==> config.mk <==
export PLATFORM = sky130hd
export DESIGN_NAME = urx_top
export DESIGN_NICKNAME = d
export VERILOG_FILES = /design/src/verilog/urx_pkg.sv /design/src/verilog/urx_sync.sv /design/src/verilog/urx_fifo.sv /design/src/verilog/urx_top.sv
export SDC_FILE = /design/constraint.sdc
export NUM_CORES = 1
export LEC_CHECK = 0
export BUFFER_PORTS_ARGS = -buffer_cell sky130_fd_sc_hd__buf_4
export CAP_MARGIN = 40
export CORE_ASPECT_RATIO = 0.75
export CORE_UTILIZATION = 35
export DETAILED_ROUTE_END_ITERATION = 10
export PLACE_DENSITY_LB_ADDON = 0.15
export SETUP_SLACK_MARGIN = 0.15
export SYNTH_ARGS = -nofsm -noshare
export SYNTH_HDL_FRONTEND = slang
export SYNTH_HIERARCHICAL = 1
export SYNTH_SLANG_ARGS = --single-unit
==> constraint.sdc <==
create_clock -name clock_i -period 2.55 [get_ports clock_i]
set_input_delay 0.51 -clock clock_i [delete_from_list [all_inputs] [get_ports clock_i]]
set_output_delay 0.51 -clock clock_i [all_outputs]
set_load 0.1 [all_outputs]
==> src/verilog/urx_pkg.sv <==
// urx_pkg: shared constants and carrier types for the receive status block
package urx_pkg;
	// ==========================================
	// register map (byte offsets)
	localparam logic [3:0] ADDR_RX_STATUS = 4'h0;
	localparam logic [3:0] ADDR_RX_DATA   = 4'h4;
	localparam logic [3:0] ADDR_BAUD_CTRL = 4'h8;
	// ==========================================
	// receive_status_control field positions
	localparam int RS_NINTH   = 0;
	localparam int RS_OVERRUN = 1;
	localparam int RS_FRAMING = 2;
	localparam int RS_ADDR    = 3;
	localparam int RS_RX_EN   = 4;
	localparam int RS_NINE_EN = 5;
	localparam int RS_PORT_EN = 7;
	// ==========================================
	// baud_rate_control field positions
	localparam int BC_ABD_OVF = 7;
	localparam int BC_IDLE    = 6;
	localparam int BC_POL     = 4;
	localparam int BC_WIDE    = 3;
	localparam int BC_WAKE    = 1;
	localparam int BC_ABD_EN  = 0;
	// ==========================================
	// reset values and sizes
	localparam logic [7:0] RESET_RX_STATUS = 8'h00;
	localparam logic [7:0] RESET_BAUD_CTRL = 8'h00;
	localparam int         FIFO_DEPTH      = 2;
	// ==========================================
	// one received character with its status
	typedef struct packed {
		logic       framing;
		logic       ninth;
		logic [7:0] data;
	} urx_char_t;
endpackage : urx_pkg

==> src/verilog/urx_sync.sv <==
// urx_sync: three-stage synchroniser with agreement filter
`timescale 1ns/1ps
`default_nettype none
module urx_sync
	import urx_pkg::*;
(
	// clock and reset
	input  wire logic clock_i,
	input  wire logic rstn_i,
	// asynchronous level in, filtered level out
	input  wire logic async_i,
	output var  logic level_o
);
	logic s1;
	logic s2;
	logic s3;
	// ==========================================
	// first stage read only by second stage
	always_ff @(posedge clock_i) begin
		if (!rstn_i) begin
			s1      <= 1'b1;
			s2      <= 1'b1;
			s3      <= 1'b1;
			level_o <= 1'b1;
		end else begin
			s1 <= async_i;
			s2 <= s1;
			s3 <= s2;
			if (s2 == s3)
				level_o <= s3;
		end
	end
endmodule : urx_sync
`default_nettype wire

==> src/verilog/urx_fifo.sv <==
// urx_fifo: two-entry receive character store with index pointers
`timescale 1ns/1ps
`default_nettype none
module urx_fifo
	import urx_pkg::*;
#(
	parameter int DEPTH = FIFO_DEPTH
)(
	// clock and reset
	input  wire logic      clock_i,
	input  wire logic      rstn_i,
	input  wire logic      flush_i,
	// fill side
	input  wire logic      push_i,
	input  wire urx_char_t wdata_i,
	// drain side
	input  wire logic      pop_i,
	output var  urx_char_t head_o,
	output var  logic      empty_o,
	output var  logic      full_o
);
	// elaboration check: one-bit pointers serve exactly two entries
	if (DEPTH != 2) begin : g_bad_depth
		$error("urx_fifo: depth must be 2");
	end
	urx_char_t  mem [DEPTH];
	logic       wr_ix;
	logic       rd_ix;
	logic [1:0] count;
	wire        do_push = push_i && (count != 2'h2);
	wire        do_pop  = pop_i && (count != 2'h0);
	// head is the oldest unread character with its own status
	assign head_o  = mem[rd_ix];
	assign empty_o = (count == 2'h0);
	assign full_o  = (count == 2'h2);
	// ==========================================
	// storage
	always_ff @(posedge clock_i) begin
		if (do_push)
			mem[wr_ix] <= wdata_i;
	end
	// pointers and fill count
	always_ff @(posedge clock_i) begin
		if (!rstn_i || flush_i) begin
			wr_ix <= 1'b0;
			rd_ix <= 1'b0;
			count <= 2'h0;
		end else begin
			if (do_push)
				wr_ix <= ~wr_ix;
			if (do_pop)
				rd_ix <= ~rd_ix;
			count <= count + {1'b0, do_push} - {1'b0, do_pop};
		end
	end
endmodule : urx_fifo
`default_nettype wire

==> src/verilog/urx_top.sv <==
// urx_top: serial receive engine, status flags and baud control register
//
// Chosen here: the address map and the address-and-strobe port.
`timescale 1ns/1ps
`default_nettype none
module urx_top
	import urx_pkg::*;
#(
	parameter int BRG_W = 16
)(
	// clock and reset
	input  wire logic       clock_i,
	input  wire logic       rstn_i,
	// register port
	input  wire logic [3:0] addr_i,
	input  wire logic [7:0] wdata_i,
	input  wire logic       wr_i,
	input  wire logic       rd_i,
	output var  logic [7:0] rdata_o,
	// serial line and mode
	input  wire logic       rx_pin_i,
	input  wire logic       sync_mode_i,
	input  wire logic [15:0] brg_div_i,
	input  wire logic       tx_data_i,
	// outputs
	output var  logic       tx_pin_o,
	output var  logic       sync_rising_o,
	output var  logic       rx_int_o
);
	// ==========================================
	// elaboration check: divisor, timer and autobaud paths are sixteen bits
	if (BRG_W != 16) begin : g_bad_brg_w
		$error("urx_top: baud generator width must be 16");
	end
	// receiver phases: waiting, start check, data bits, stop bit
	typedef enum logic [1:0] {ST_IDLE, ST_START, ST_DATA, ST_STOP} urx_state_t;
	// ==========================================
	// control and status registers
	// each is written through the register port, set or cleared by the
	// receiver itself, or both, as wake_en and abd_en are in one process
	logic        port_en;   // low holds the receiver in reset, all but wake detect
	logic        rx_enable; // continuous receive
	logic        nine_bit;  // nine data bits per character
	logic        addr_en;
	logic        overrun;
	logic        polarity;
	logic        wide;
	logic        wake_en;
	logic        abd_en;
	logic        abd_ovf;
	// ==========================================
	// receiver datapath and store view
	urx_state_t  state;
	logic [15:0] tick_cnt;
	logic [3:0]  bit_cnt;
	logic [8:0]  shift;
	logic        rx_prev;
	logic [15:0] abd_cnt;
	logic        rx_lvl;
	urx_char_t   head;
	logic        empty;
	logic        full;
	// ==========================================
	// address decode
	// a data read pops the store at the edge that registers its byte
	wire wr_status = wr_i && (addr_i == ADDR_RX_STATUS);
	wire wr_baud   = wr_i && (addr_i == ADDR_BAUD_CTRL);
	wire rd_data   = rd_i && (addr_i == ADDR_RX_DATA);
	wire rst_port  = !port_en;
	// ==========================================
	// bit timing
	// the counter runs down to zero and reloads, so a bit lasts divisor+1
	// clocks; the start edge loads half a bit, so later samples sit mid-bit
	// eight-bit generator uses the low byte only
	wire [15:0] divisor = wide ? brg_div_i : {8'h00, brg_div_i[7:0]};
	wire [15:0] half    = {1'b0, divisor[15:1]};
	wire        tick    = (tick_cnt == 16'h0000);
	wire        fall    = rx_prev && !rx_lvl;
	wire        async_m = !sync_mode_i;
	// ==========================================
	// character completion
	// bits enter at the top of shift, lsb first: eight leave the byte in
	// shift[8:1], nine fill it; the stop sample low marks a framing error
	wire        last_bit = (bit_cnt == (nine_bit ? 4'h8 : 4'h7));
	wire        done     = (state == ST_STOP) && tick;
	wire        frm_err  = !rx_lvl;
	wire [8:0]  nbits    = nine_bit ? shift : {1'b0, shift[8:1]};
	// storing needs room, no pending overrun and receive on; a character
	// finding the store full raises overrun and is lost, stored ones stay
	wire        accept   = !addr_en || (nine_bit && nbits[8]);
	wire        push     = done && accept && !overrun && !full && rx_enable;
	wire        ovf_set  = done && accept && full && rx_enable;
	// wake and autobaud act in asynchronous mode only; autobaud ends when
	// the line goes high again after a counted low stretch
	wire        wake_ev  = async_m && wake_en && fall && (state == ST_IDLE);
	wire        abd_done = async_m && abd_en && (state == ST_IDLE) && !fall && rx_lvl && (abd_cnt != 16'h0000)
		&& rx_prev;
	wire        abd_wrap = async_m && abd_en && (abd_cnt == 16'hFFFF);
	wire urx_char_t in_char = '{framing: frm_err, ninth: nbits[8], data: nbits[7:0]};
	// ==========================================
	// read data mux
	// framing and ninth bits show the oldest character, forced low when the store
	// is empty so stale entries never leak; unused bits read as zero
	// outside a read the bus returns zero, so a late sample shows nothing
	wire [7:0] status_rd = {port_en, 1'b0, nine_bit, rx_enable, addr_en, head.framing & !empty, overrun,
		head.ninth & !empty};
	wire [7:0] baud_rd = {abd_ovf & async_m, (state == ST_IDLE), 1'b0, polarity, wide, 1'b0,
		wake_en, abd_en};
	wire [7:0] next_rdata = !rd_i ? 8'h00 :
		(addr_i == ADDR_RX_STATUS) ? status_rd :
		(addr_i == ADDR_RX_DATA)   ? (empty ? 8'h00 : head.data) :
		(addr_i == ADDR_BAUD_CTRL) ? baud_rd : 8'h00;
	// ==========================================
	// line synchroniser and character store
	// the pin passes four flops, three stages and the filter, before the falling-edge detector sees it,
	// so a start bit is noticed about four clocks after it appears
	// port disable empties the store, which clears framing and ninth bit
	urx_sync u_sync (
		.clock_i (clock_i),
		.rstn_i  (rstn_i),
		.async_i (rx_pin_i),
		.level_o (rx_lvl)
	);
	urx_fifo #(.DEPTH(FIFO_DEPTH)) u_fifo (
		.clock_i (clock_i),
		.rstn_i  (rstn_i),
		.flush_i (rst_port),
		.push_i  (push),
		.wdata_i (in_char),
		.pop_i   (rd_data),
		.head_o  (head),
		.empty_o (empty),
		.full_o  (full)
	);
	// ==========================================
	// software-written control bits
	// a write takes effect on the next cycle; read-only bits of the
	// written byte are ignored
	always_ff @(posedge clock_i) begin
		if (!rstn_i) begin
			{port_en, nine_bit, rx_enable, addr_en} <= {RESET_RX_STATUS[RS_PORT_EN],
				RESET_RX_STATUS[RS_NINE_EN], RESET_RX_STATUS[RS_RX_EN], RESET_RX_STATUS[RS_ADDR]};
		end else if (wr_status) begin
			port_en   <= wdata_i[RS_PORT_EN];
			nine_bit  <= wdata_i[RS_NINE_EN];
			rx_enable <= wdata_i[RS_RX_EN];
			addr_en   <= wdata_i[RS_ADDR];
		end
	end
	// overrun: set wins, cleared by receive or port disable
	// while receive stays off the flag is held low, so software may
	// clear it with one write and turn receive back on with the next
	always_ff @(posedge clock_i) begin
		if (!rstn_i)
			overrun <= 1'b0;
		else if (ovf_set)
			overrun <= 1'b1;
		else if (!rx_enable || rst_port)
			overrun <= 1'b0;
	end
	// baud control: polarity and width
	always_ff @(posedge clock_i) begin
		if (!rstn_i) begin
			polarity <= RESET_BAUD_CTRL[BC_POL];
			wide     <= RESET_BAUD_CTRL[BC_WIDE];
		end else if (wr_baud) begin
			polarity <= wdata_i[BC_POL];
			wide     <= wdata_i[BC_WIDE];
		end
	end
	// self-clearing enables: hardware clear wins over write
	// a write landing on the clearing cycle is lost, so software
	// should read the bit back before relying on it
	always_ff @(posedge clock_i) begin
		if (!rstn_i) begin
			wake_en <= RESET_BAUD_CTRL[BC_WAKE];
			abd_en  <= RESET_BAUD_CTRL[BC_ABD_EN];
		end else begin
			if (wake_ev)
				wake_en <= 1'b0;
			else if (wr_baud)
				wake_en <= wdata_i[BC_WAKE];
			if (abd_done)
				abd_en <= 1'b0;
			else if (wr_baud)
				abd_en <= wdata_i[BC_ABD_EN];
		end
	end
	// autobaud timer and overflow flag
	// counts clocks while the line is low; all ones flags overflow,
	// which stays until autobaud is armed again by software or the port is disabled
	always_ff @(posedge clock_i) begin
		if (!rstn_i || rst_port) begin
			abd_cnt <= 16'h0000;
			abd_ovf <= 1'b0;
		end else begin
			if (abd_en && async_m && !rx_lvl)
				abd_cnt <= abd_cnt + 16'h0001;
			else if (!abd_en)
				abd_cnt <= 16'h0000;
			if (abd_wrap)
				abd_ovf <= 1'b1;
			else if (wr_baud && wdata_i[BC_ABD_EN])
				abd_ovf <= 1'b0;
		end
	end
	// ==========================================
	// receive state machine, bit timing and shifting
	// a start is taken only while idle, receive on, no overrun and
	// autobaud off; a start sample that reads high is a glitch and
	// drops back to idle; the character is handed over at the stop
	// sample, so the remaining half stop bit overlaps the next wait
	// the tick counter free-runs in idle and is only reloaded with
	// half a bit by the start edge
	always_ff @(posedge clock_i) begin
		if (!rstn_i || rst_port) begin
			state    <= ST_IDLE;
			tick_cnt <= 16'h0000;
			bit_cnt  <= 4'h0;
			shift    <= 9'h000;
			rx_prev  <= 1'b1;
		end else begin
			rx_prev  <= rx_lvl;
			tick_cnt <= tick ? divisor : tick_cnt - 16'h0001;
			unique case (state)
				ST_IDLE: begin
					if (fall && rx_enable && !overrun && !abd_en) begin
						state    <= ST_START;
						tick_cnt <= half;
					end
				end
				ST_START: begin
					if (tick) begin
						state   <= rx_lvl ? ST_IDLE : ST_DATA;
						bit_cnt <= 4'h0;
					end
				end
				ST_DATA: begin
					if (tick) begin
						shift   <= {rx_lvl, shift[8:1]};
						bit_cnt <= bit_cnt + 4'h1;
						if (last_bit)
							state <= ST_STOP;
					end
				end
				ST_STOP: begin
					if (tick)
						state <= ST_IDLE;
				end
			endcase
		end
	end
	// ==========================================
	// registered outputs
	// the interrupt follows the store: it drops on the read that takes
	// the last character, stays through a read of one of two, and
	// rises the cycle after a push or a wake event
	// framing status alone never raises it
	always_ff @(posedge clock_i) begin
		if (!rstn_i) begin
			rdata_o       <= 8'h00;
			tx_pin_o      <= 1'b1;
			sync_rising_o <= 1'b0;
			rx_int_o      <= 1'b0;
		end else begin
			rdata_o       <= next_rdata;
			tx_pin_o      <= (async_m && polarity) ? ~tx_data_i : tx_data_i;
			sync_rising_o <= sync_mode_i && polarity;
			rx_int_o      <= (!empty && !(rd_data && !full)) || push || wake_ev;
		end
	end
endmodule : urx_top
`default_nettype wire

==> results of run 1 <==
-- registers in the layout (all words and copies together), names as in the netlist, 2 cells and up, named ones only --
signal and flops:
u_fifo/count 2, u_fifo/mem 20, tick_cnt 16, rdata_o 8, bit_cnt 4, shift 9, abd_cnt 16
-- power by group --
part | switching [mW] | total (mW) | internal (mW) | leakage [nW]
clock | 0.623 | 1.49 | 0.869 | 0.153
combinational | 0.0788 | 0.145 | 0.0667 | 1.10
sequential | 0.00454 | 1.58 | 1.58 | 0.819
total | 0.706 | 3.22 | 2.51 | 2.08
-- cell families after synthesis --
family	after synthesis	share of synthesized area, %
flip-flops	98	46.0
AO/OA/AOI/OAI	106	13.8
buffers and inverters	46	4.08
multiplexers	32	7.35
AND/OR/NAND/NOR	194	23.5
XOR/XNOR	18	3.36
adder cells (fa/ha/maj)	7	1.86
-- metrics by stage --
stage               instances  setup slack, ps
floorplan                 501              198
global placement          713              164
detailed placement        713             88.4
CTS                       729              150
global route              731              156
finish                    731              234
-- metal layers --
layer	track usage (%)	wire, um	vias to the layer above
met5	0	0	-
met1	25.7	6280	1902
met2	26.8	5270	77
met3	3.52	374	16
li1	-	-	1965
met4	4.67	148	0
-- cell usage after synthesis (7+ instances only) --
library cell / number
o21ai_0: 24
nor4_1: 10
a21oi_1: 33
dfxtp_1: 78
nand3_1: 21
nor3_1: 19
nand2b_1: 10
a31oi_1: 8
ha_1: 7
and3_1: 7
nand2_1: 26
mux2i_1: 12
a22oi_1: 8
nor2_1: 35
inv_1: 22
edfxtp_1: 20
xor2_1: 12
nand4_1: 20
mux2_2: 17
clkbuf_1: 12
buf_2: 9
-- timing repair --
| action | in CTS | in global routing |
|---|---|---|
| resized for setup | 1 | 10 |
| pin swaps | 1 | 1 |
| buffers inserted | 0 | 2 |
| hold buffers | 0 | 0 |
| endpoints found under the setup margin | 11 | 11 |
-- layout make-up --
cell class              count  area, sq um  area share (%)
well taps                 171          214            3.77
inverters                  23         90.1            1.59
multi-input cells         357         2380            41.9
clock inverters             7          101            1.79
flip-flops and latches     98         2170            38.2
clock buffers               9          225            3.97
repair buffers             66          495            8.74
-- critical path: stages (launching register included) --
cell,delay (ps)
dfxtp_1,360
nor3_1,370
and4_1,310
and3_4,220
nand2_1,60
ha_1,270
inv_1,40
ha_2,160
xor2_1,140
and2_1,160
nor3_1,160
-- worst min path at each step --
stage	endpoint
6_report	u_sync/s1
5_1_grt	u_sync/s1
4_1_cts	u_sync/s1
3_5_place_dp	u_sync/s2
3_3_place_gp	u_sync/s2
2_1_floorplan	u_sync/s2
==> run summary, run 1 <==
crit-path max FO: 5
vias per cell: 5.42
synth top area cells: dfxtp_1 (33%), edfxtp_1 (13%), mux2_2 (4.1%)
FF-to-FF setup slack: 230 ps
CTS Root Cell: clkbuf_16
Reg2Reg Depth: 10
drc violations: 0
fin crit period: 2320 ps
part of the cycle the worst path needs: 90.8%
worst endpoint data arrival time: 2590 ps
sequential area share after synthesis: 46.0%
CP Capture Type: flip-flop
Slew Limit Headroom: 55.4%
clock skew: 6.77 ps
post-route ant nets: 0
syn nets: 543
post-layout util: 43.6%
Die Y-Extent: 102 um
fmax: 432 MHz
fin area: 5670 sq um
total power: 3.22 mW
most frequent cells in the layout: dfxtp_1 (75), buf_4 (66), nor2_1 (35)
post-place instance area: 5300 sq um
port bufs: 43
# IOs: 46
Placer Congestion: 0.835
r2r endpoint: u_fifo/count[1]
Startpoint Class: flip-flop
Cell Rows: 36
Yosys top cell area share: 33.2%
clk sink count: 98
insertion delay to the later sink of the worst-skew pair: 340 ps
unrepaired setup endpoints after global routing: false
Detailed Route Iter0 Violations: 320
Yosys top cell by area: dfxtp_1
fraction of layout cells with a size suffix above 1: 21.8%
hold crit path type: primary input to flip-flop
maxcap violations: 0
count of cell types in the netlist: 63
initial antenna violation count: 0
asr flop ratio synth: 0%
leakage power total: 2.08 nW
total die area: 13900 sq um
YS warnings: 6
Mapped Avg Cell Area: 9.38 sq um
required time of the critical path: 2820 ps
Hold WS: 352 ps
Setup TNS: 0 ps
WS Path Type: flip-flop to flip-flop
Worst Max-Slew Pin Slew: 667 ps
Mapped Area: 4700 sq um
Post-synth EDFFs: 20
Hold Violations, Final: 0
Overflow after GRT: 0
Worst Setup EP: u_fifo/count[1]
status: complete, no violations
final setup fails: 0
CP startpoint: tick_cnt[11]
FF+latch count, synth: 98
largest net degree at the start of global routing: 20
min-delay src: rx_pin_i
first-pass GRT wire length: 19.0 mm
Initial Utilization: 36.1%
Nets: 597
antenna fix cells: 0
Area growth, synth to finish: 20.7%
RR Startpoint: tick_cnt[11]
DRT Wirelength: 12.1 mm
FILL cells: 1266
Total GRT Usage: 17.8%
H-tree Lvls: 3
Top FF cell, synth: dfxtp_1
vias in the first global route: 3673
Slew Limit Fails: 0
Worst Hold Path Cells: 2
clock slew at reported path FFs: 70 ps
wire length per cell: 16.5 um
Vias: 3960
die extent in x: 136 um
pwr/cell area: 568 nW/um^2
CTS tree: done
cell count after synthesis: 501
Pre-antenna DRT Iters: 4
Worst VDD drop: 0.321 mV
commonest non-fill, non-tap cell in the layout: dfxtp_1
CTS max path bufs: 2
core area: 13000 sq um
Num CTS Buffers: 9
post-detail-place hpwl: 8.70 mm
Power figures use the tool's default switching activity.
==> run 2: changes to the inputs <==
--- a/config.mk
+++ b/config.mk
@@ -8,7 +8,7 @@
 export BUFFER_PORTS_ARGS = -buffer_cell sky130_fd_sc_hd__buf_4
 export CAP_MARGIN = 40
 export CORE_ASPECT_RATIO = 0.75
-export CORE_UTILIZATION = 35
+export CORE_UTILIZATION = 34
 export DETAILED_ROUTE_END_ITERATION = 10
 export PLACE_DENSITY_LB_ADDON = 0.15
 export SETUP_SLACK_MARGIN = 0.15
==> constraint.sdc (replaced) <==
create_clock -name clock_i -period 2.5 [get_ports clock_i]
set_input_delay 0.5 -clock clock_i [delete_from_list [all_inputs] [get_ports clock_i]]
set_output_delay 0.5 -clock clock_i [all_outputs]
set_load 0.1 [all_outputs]
==> run summary, run 2 (synthesis gave the netlist of run 1 again) <==
status: complete, no violations (unchanged)
# IOs: 46 (unchanged)
Detailed Route Iter0 Violations: 249 (was 320)
# hold bufs at CTS: 0 (unchanged)
Int Pwr: 2.47 mW (was 2.51 mW)
commonest non-fill, non-tap cell in the layout: dfxtp_1 (unchanged)
WL met2: 5.28 mm (was 5.27 mm)
Pre-antenna DRT Iters: 7 (was 4)
Clock Power Share: 45.1% (was 46.3%)
Slew Limit Headroom: 55.0% (was 55.4%)
Area growth, synth to finish: 21.8% (was 20.7%)
Switching Fraction: 23.0% (was 21.9%)
NetSw: 0.738 mW (was 0.706 mW)
fmax: 432 MHz (about the same)
fin crit period: 2310 ps (was 2320 ps)
largest net degree at the start of global routing: 20 (unchanged)
initial antenna violation count: 0 (unchanged)
clk sink count: 98 (unchanged)
DRT Wirelength: 12.1 mm (about the same)
die extent in x: 138 um (was 136 um)
clock slew at reported path FFs: 70 ps (about the same)
post-route ant nets: 0 (unchanged)
Setup TNS: 0 ps (unchanged)
vias per cell: 5.44 (was 5.42)
core area: 13200 sq um (was 13000 sq um)
Met3 Routed Length: 439 um (was 374 um)
H-tree Lvls: 3 (unchanged)
maxcap violations: 0 (unchanged)
first-pass GRT wire length: 19.8 mm (was 19.0 mm)
Cell Rows: 36 (unchanged)
post-detail-place hpwl: 8.76 mm (was 8.70 mm)
part of the cycle the worst path needs: 92.5% (was 90.8%)
Slew Limit Fails: 0 (unchanged)
Reg with most FFs: u_fifo/mem (unchanged)
CTS Root Cell: clkbuf_16 (unchanged)
Worst VDD drop: 0.331 mV (was 0.321 mV)
required time of the critical path: 2780 ps (was 2820 ps)
Vias: 3997 (was 3960)
Num CTS Buffers: 9 (unchanged)
CTS max path bufs: 2 (unchanged)
CTS tree: done (unchanged)
Regs by FF count: u_fifo/mem: 20 flops, abd_cnt: 16 flops, tick_cnt: 16 flops (unchanged)
final setup fails: 0 (unchanged)
fraction of layout cells with a size suffix above 1: 22.7% (was 21.8%)
CP Capture Type: flip-flop (unchanged)
worst endpoint data arrival time: 2590 ps (about the same)
Overflow after GRT: 0 (unchanged)
clock skew: 6.39 ps (was 6.77 ps)
total power: 3.21 mW (was 3.22 mW)
leakage power total: 2.11 nW (was 2.08 nW)
total die area: 14300 sq um (was 13900 sq um)
Startpoint Class: flip-flop (unchanged)
post-layout util: 43.2% (was 43.6%)
most frequent cells in the layout: dfxtp_1 (76), buf_4 (69), nor2_1 (35) (was dfxtp_1 (75), buf_4 (66), nor2_1 (35))
Hold Violations, Final: 0 (unchanged)
wire length per cell: 16.5 um (about the same)
M1 wire length: 6.22 mm (was 6.28 mm)
Total GRT Usage: 17.8% (about the same)
max reg flops: 20 (unchanged)
port bufs: 43 (unchanged)
insertion delay to the later sink of the worst-skew pair: 350 ps (was 340 ps)
Placer Congestion: 0.806 (was 0.835)
antenna fix cells: 0 (unchanged)
drc violations: 0 (unchanged)
Comb pwr share: 4.7% (was 4.5%)
Die Y-Extent: 104 um (was 102 um)
Finished Layout Cells: 735 (was 731)
crit-path max FO: 4 (was 5)
Top Layer Used: met4 (unchanged)
pwr/cell area: 562 nW/um^2 (was 568 nW/um^2)
Initial Utilization: 35.5% (was 36.1%)
Sequential Power Share: 50.2% (was 49.2%)
vias in the first global route: 3786 (was 3673)
DP Cell Count: 716 (was 713)
WS Path Type: flip-flop to flip-flop (unchanged)
Hold WS: 333 ps (was 352 ps)
hold crit path type: primary input to flip-flop (unchanged)
Worst Max-Slew Pin Slew: 672 ps (was 667 ps)
unrepaired setup endpoints after global routing: true (was false)
Nets: 601 (was 597)
run 2: repair_timing:
item | 4_1_cts | 5_1_grt
buffers inserted | 0 | 3
setup endpoints to repair | 1 | 13
pin swaps | 0 | 4
gates resized for setup | 1 | 17
run 2: per-layer routing:
layer / global-route usage, % / vias up
met5: 0 / -
met4: 5.05 / 0
met3: 3.48 / 17
met2: 25.4 / 60
met1: 26.9 / 1943
li1: - / 1977
run 2: cell type report:
| class | instances | area (sq um) |
|---|---|---|
| multi-input combinational | 357 | 2410 |
| inverter | 23 | 88.8 |
| clock buffer | 9 | 225 |
| tap | 171 | 214 |
| fill | 1331 | 7520 |
| clock inverter | 7 | 85.1 |
| sequential | 98 | 2170 |
| timing repair buffer | 70 | 529 |
run 2: worst max-delay path: stages, from the launching register on:
cell and delay, ps:
dfxtp_4 360, inv_4 60, ha_4 110, nor4b_4 240, and4_4 280, and3_4 220
nand2_4 60, ha_4 260, inv_2 40, ha_4 150, xor2_2 170, and2_1 160
nor3_1 140
run 2: worst paths after layout:
| kind | start | end | slack [ps] | cells after the start |
|---|---|---|---|---|
| worst max-delay path | tick_cnt[0] | u_fifo/count[1] | 190 | 12 |
| worst min-delay path | rx_pin_i | u_sync/s1 | 330 | 2 |
| worst max register to register | tick_cnt[0] | u_fifo/count[1] | 190 | 12 |
| worst min register to register | u_sync/s1 | u_sync/s2 | 410 | 1 |
run 2: metrics by stage:
step / instance area [sq um] / setup WS, ps
floorplan: 4710 / 163
global placement: 5320 / 175
detailed placement: 5320 / 157
CTS: 5640 / 158
global route: 5720 / 75.0
finish: 5720 / 187
run 2: power groups by stage:
stage               clock [mW]  combinational [mW]  sequential [mW]
detailed placement           0               0.148             1.65
finish                    1.45               0.150             1.61
floorplan                    0              0.0557             1.66
global placement             0               0.148             1.65
global route              1.55               0.162             1.61
CTS                       1.48               0.149             1.61
==> run 3: changes to the inputs <==
--- a/config.mk
+++ b/config.mk
@@ -11,6 +11,7 @@
 export CORE_UTILIZATION = 34
 export DETAILED_ROUTE_END_ITERATION = 10
 export PLACE_DENSITY_LB_ADDON = 0.15
+export REMOVE_ABC_BUFFERS = 1
 export SETUP_SLACK_MARGIN = 0.15
 export SYNTH_ARGS = -nofsm -noshare
 export SYNTH_HDL_FRONTEND = slang
==> run summary, run 3 (synthesis gave the netlist of run 1 again) <==
status: complete, no violations (unchanged)
required time of the critical path: 2730 ps (was 2780 ps)
insertion delay to the later sink of the worst-skew pair: 350 ps (about the same)
Cell Rows: 36 (unchanged)
unrepaired setup endpoints after global routing: false (was true)
Worst VDD drop: 0.305 mV (was 0.331 mV)
antenna fix cells: 0 (unchanged)
CP dominant cell by count: ha_4 (unchanged)
Reg2Reg Depth: 12 (unchanged)
Regs by FF count: u_fifo/mem: 20 flops, abd_cnt: 16 flops, tick_cnt: 16 flops (unchanged)
vias in the first global route: 3805 (was 3786)
CTS tree: done (unchanged)
Reg with most FFs: u_fifo/mem (unchanged)
port bufs: 43 (unchanged)
post-layout util: 43.3% (was 43.2%)
Slew Limit Fails: 0 (unchanged)
commonest non-fill, non-tap cell in the layout: dfxtp_1 (unchanged)
crit-path max FO: 4 (unchanged)
fin crit period: 2240 ps (was 2310 ps)
pwr/cell area: 558 nW/um^2 (was 562 nW/um^2)
fin area: 5740 sq um (was 5720 sq um)
Critical-path top delay cell: dfxtp_2 (was dfxtp_4)
# hold bufs at CTS: 0 (unchanged)
fmax: 446 MHz (was 432 MHz)
Hold Violations, Final: 0 (unchanged)
Worst Hold Path Cells: 2 (unchanged)
first-pass GRT wire length: 19.8 mm (about the same)
Setup TNS: 0 ps (unchanged)
final setup fails: 0 (unchanged)
# IOs: 46 (unchanged)
largest net degree at the start of global routing: 20 (unchanged)
Buf/Inv on CP: 2 (unchanged)
wire length per cell: 16.1 um (was 16.5 um)
Initial Utilization: 35.5% (unchanged)
Overflow after GRT: 0 (unchanged)
maxcap violations: 0 (unchanged)
total power: 3.20 mW (was 3.21 mW)
post-detail-place hpwl: 8.67 mm (was 8.76 mm)
Die Y-Extent: 104 um (unchanged)
Detailed Route Iter0 Violations: 254 (was 249)
post-place instance area: 5340 sq um (was 5320 sq um)
worst endpoint data arrival time: 2480 ps (was 2590 ps)
fraction of layout cells with a size suffix above 1: 22.9% (was 22.7%)
CP Cell Sequence: inv_2 -> ha_4 -> nor4b_4 -> and4_4 -> and3_4 -> nand2_4 -> ha_4 -> inv_1 -> ha_1 -> xor2_1 -> and2_1 -> nor3_2 (was inv_4 -> ha_4 -> nor4b_4 -> and4_4 -> and3_4 -> nand2_4 -> ha_4 -> inv_2 -> ha_4 -> xor2_2 -> and2_1 -> nor3_1)
Placer Congestion: 0.823 (was 0.806)
drc violations: 0 (unchanged)
FF-to-FF setup slack: 260 ps (was 190 ps)
post-route ant nets: 0 (unchanged)
Nets: 604 (was 601)
core area: 13200 sq um (unchanged)
Total GRT Usage: 17.6% (was 17.8%)
total die area: 14300 sq um (unchanged)
CP peak stage delay: 330 ps (was 360 ps)
RR Startpoint: tick_cnt[0] (unchanged)
hold endpoint: u_sync/s1 (unchanged)
vias per cell: 5.32 (was 5.44)
Num CTS Buffers: 9 (unchanged)
clock slew at reported path FFs: 70 ps (about the same)
initial antenna violation count: 0 (unchanged)
CTS max path bufs: 2 (unchanged)
hold crit path type: primary input to flip-flop (unchanged)
Worst Max-Slew Pin Slew: 700 ps (was 672 ps)
part of the cycle the worst path needs: 89.7% (was 92.5%)
CP delay by family, top: simple AND/OR/NAND/NOR gates (unchanged)
min-delay src: rx_pin_i (unchanged)
r2r endpoint: u_fifo/count[1] (unchanged)
Hold WS: 365 ps (was 333 ps)
max reg flops: 20 (unchanged)
leakage power total: 2.13 nW (was 2.11 nW)
Area growth, synth to finish: 22.1% (was 21.8%)
most frequent cells in the layout: dfxtp_1 (76), buf_4 (72), nor2_1 (35) (was dfxtp_1 (76), buf_4 (69), nor2_1 (35))
clk sink count: 98 (unchanged)
die extent in x: 138 um (unchanged)
CTS Root Cell: clkbuf_16 (unchanged)
DRT Wirelength: 11.9 mm (was 12.1 mm)
clock skew: 11.3 ps (was 6.39 ps)
FILL cells: 1325 (was 1331)
Slew Limit Headroom: 53.2% (was 55.0%)
WS Path Type: flip-flop to flip-flop (unchanged)
Vias: 3924 (was 3997)
CP Capture Type: flip-flop (unchanged)
Startpoint Class: flip-flop (unchanged)
Pre-antenna DRT Iters: 4 (was 7)
H-tree Lvls: 3 (unchanged)
-- run 3: layout make-up --
cell class	count	area (sq um)	share of cell area, %
Clock buffer	9	225	3.93
Clock inverter	7	82.6	1.44
Inverter	23	86.3	1.51
Multi-Input combinational cell	357	2400	41.9
Sequential cell	98	2160	37.7
Tap cell	171	214	3.73
Timing Repair Buffer	73	561	9.77
-- run 3: how the worst max path moves through the flow --
stage                            from         endpoint  slack, ps  cells past startpoint
final                     tick_cnt[0]  u_fifo/count[1]        260                     12
after global routing      tick_cnt[0]  u_fifo/count[1]        110                     12
after CTS                 tick_cnt[0]  u_fifo/count[1]        150                     12
after detailed placement  tick_cnt[0]  u_fifo/count[1]         20                     12
after global placement    tick_cnt[0]  u_fifo/count[1]         80                     12
after floorplan           tick_cnt[7]  u_fifo/count[1]       -330                     10
-- run 3: through the flow --
| step | instances | setup slack, ps |
|---|---|---|
| 3_5_place_dp | 719 | 16.7 |
| 3_3_place_gp | 719 | 77.5 |
| 2_1_floorplan | 478 | -328 |
| 5_1_grt | 738 | 107 |
| 4_1_cts | 736 | 150 |
| 6_report | 738 | 258 |
-- run 3: report_power, final --
group / internal (mW) / switching (mW) / leakage, nW
logic: 0.0686 / 0.0798 / 1.16
clock network: 0.794 / 0.645 / 0.145
registers: 1.61 / 0.00422 / 0.819
-- run 3: worst reg2reg max path: stages, from the launching register on --
cell and delay (ps):
dfxtp_2 330, inv_2 80, ha_4 130, nor4b_4 210, and4_4 280, and3_4 220
nand2_4 60, ha_4 250, inv_1 30, ha_1 170, xor2_1 170, and2_1 160
nor3_2 40
-- run 3: routing by layer --
layer	global-route usage (%)	vias up	part of all wire, %
met5	0	-	0
met4	5.51	0	0.69
met3	4.16	4	4.7
met2	25.3	68	44
met1	25.8	1869	51
li1	-	1983	-
-- run 3: timing repair --
item | in CTS | in global routing
endpoints found under the hold margin | 0 | 0
endpoints found under the setup margin | 11 | 21
pin swaps | 1 | 1
buffers inserted | 1 | 2
gates resized for setup | 4 | 11
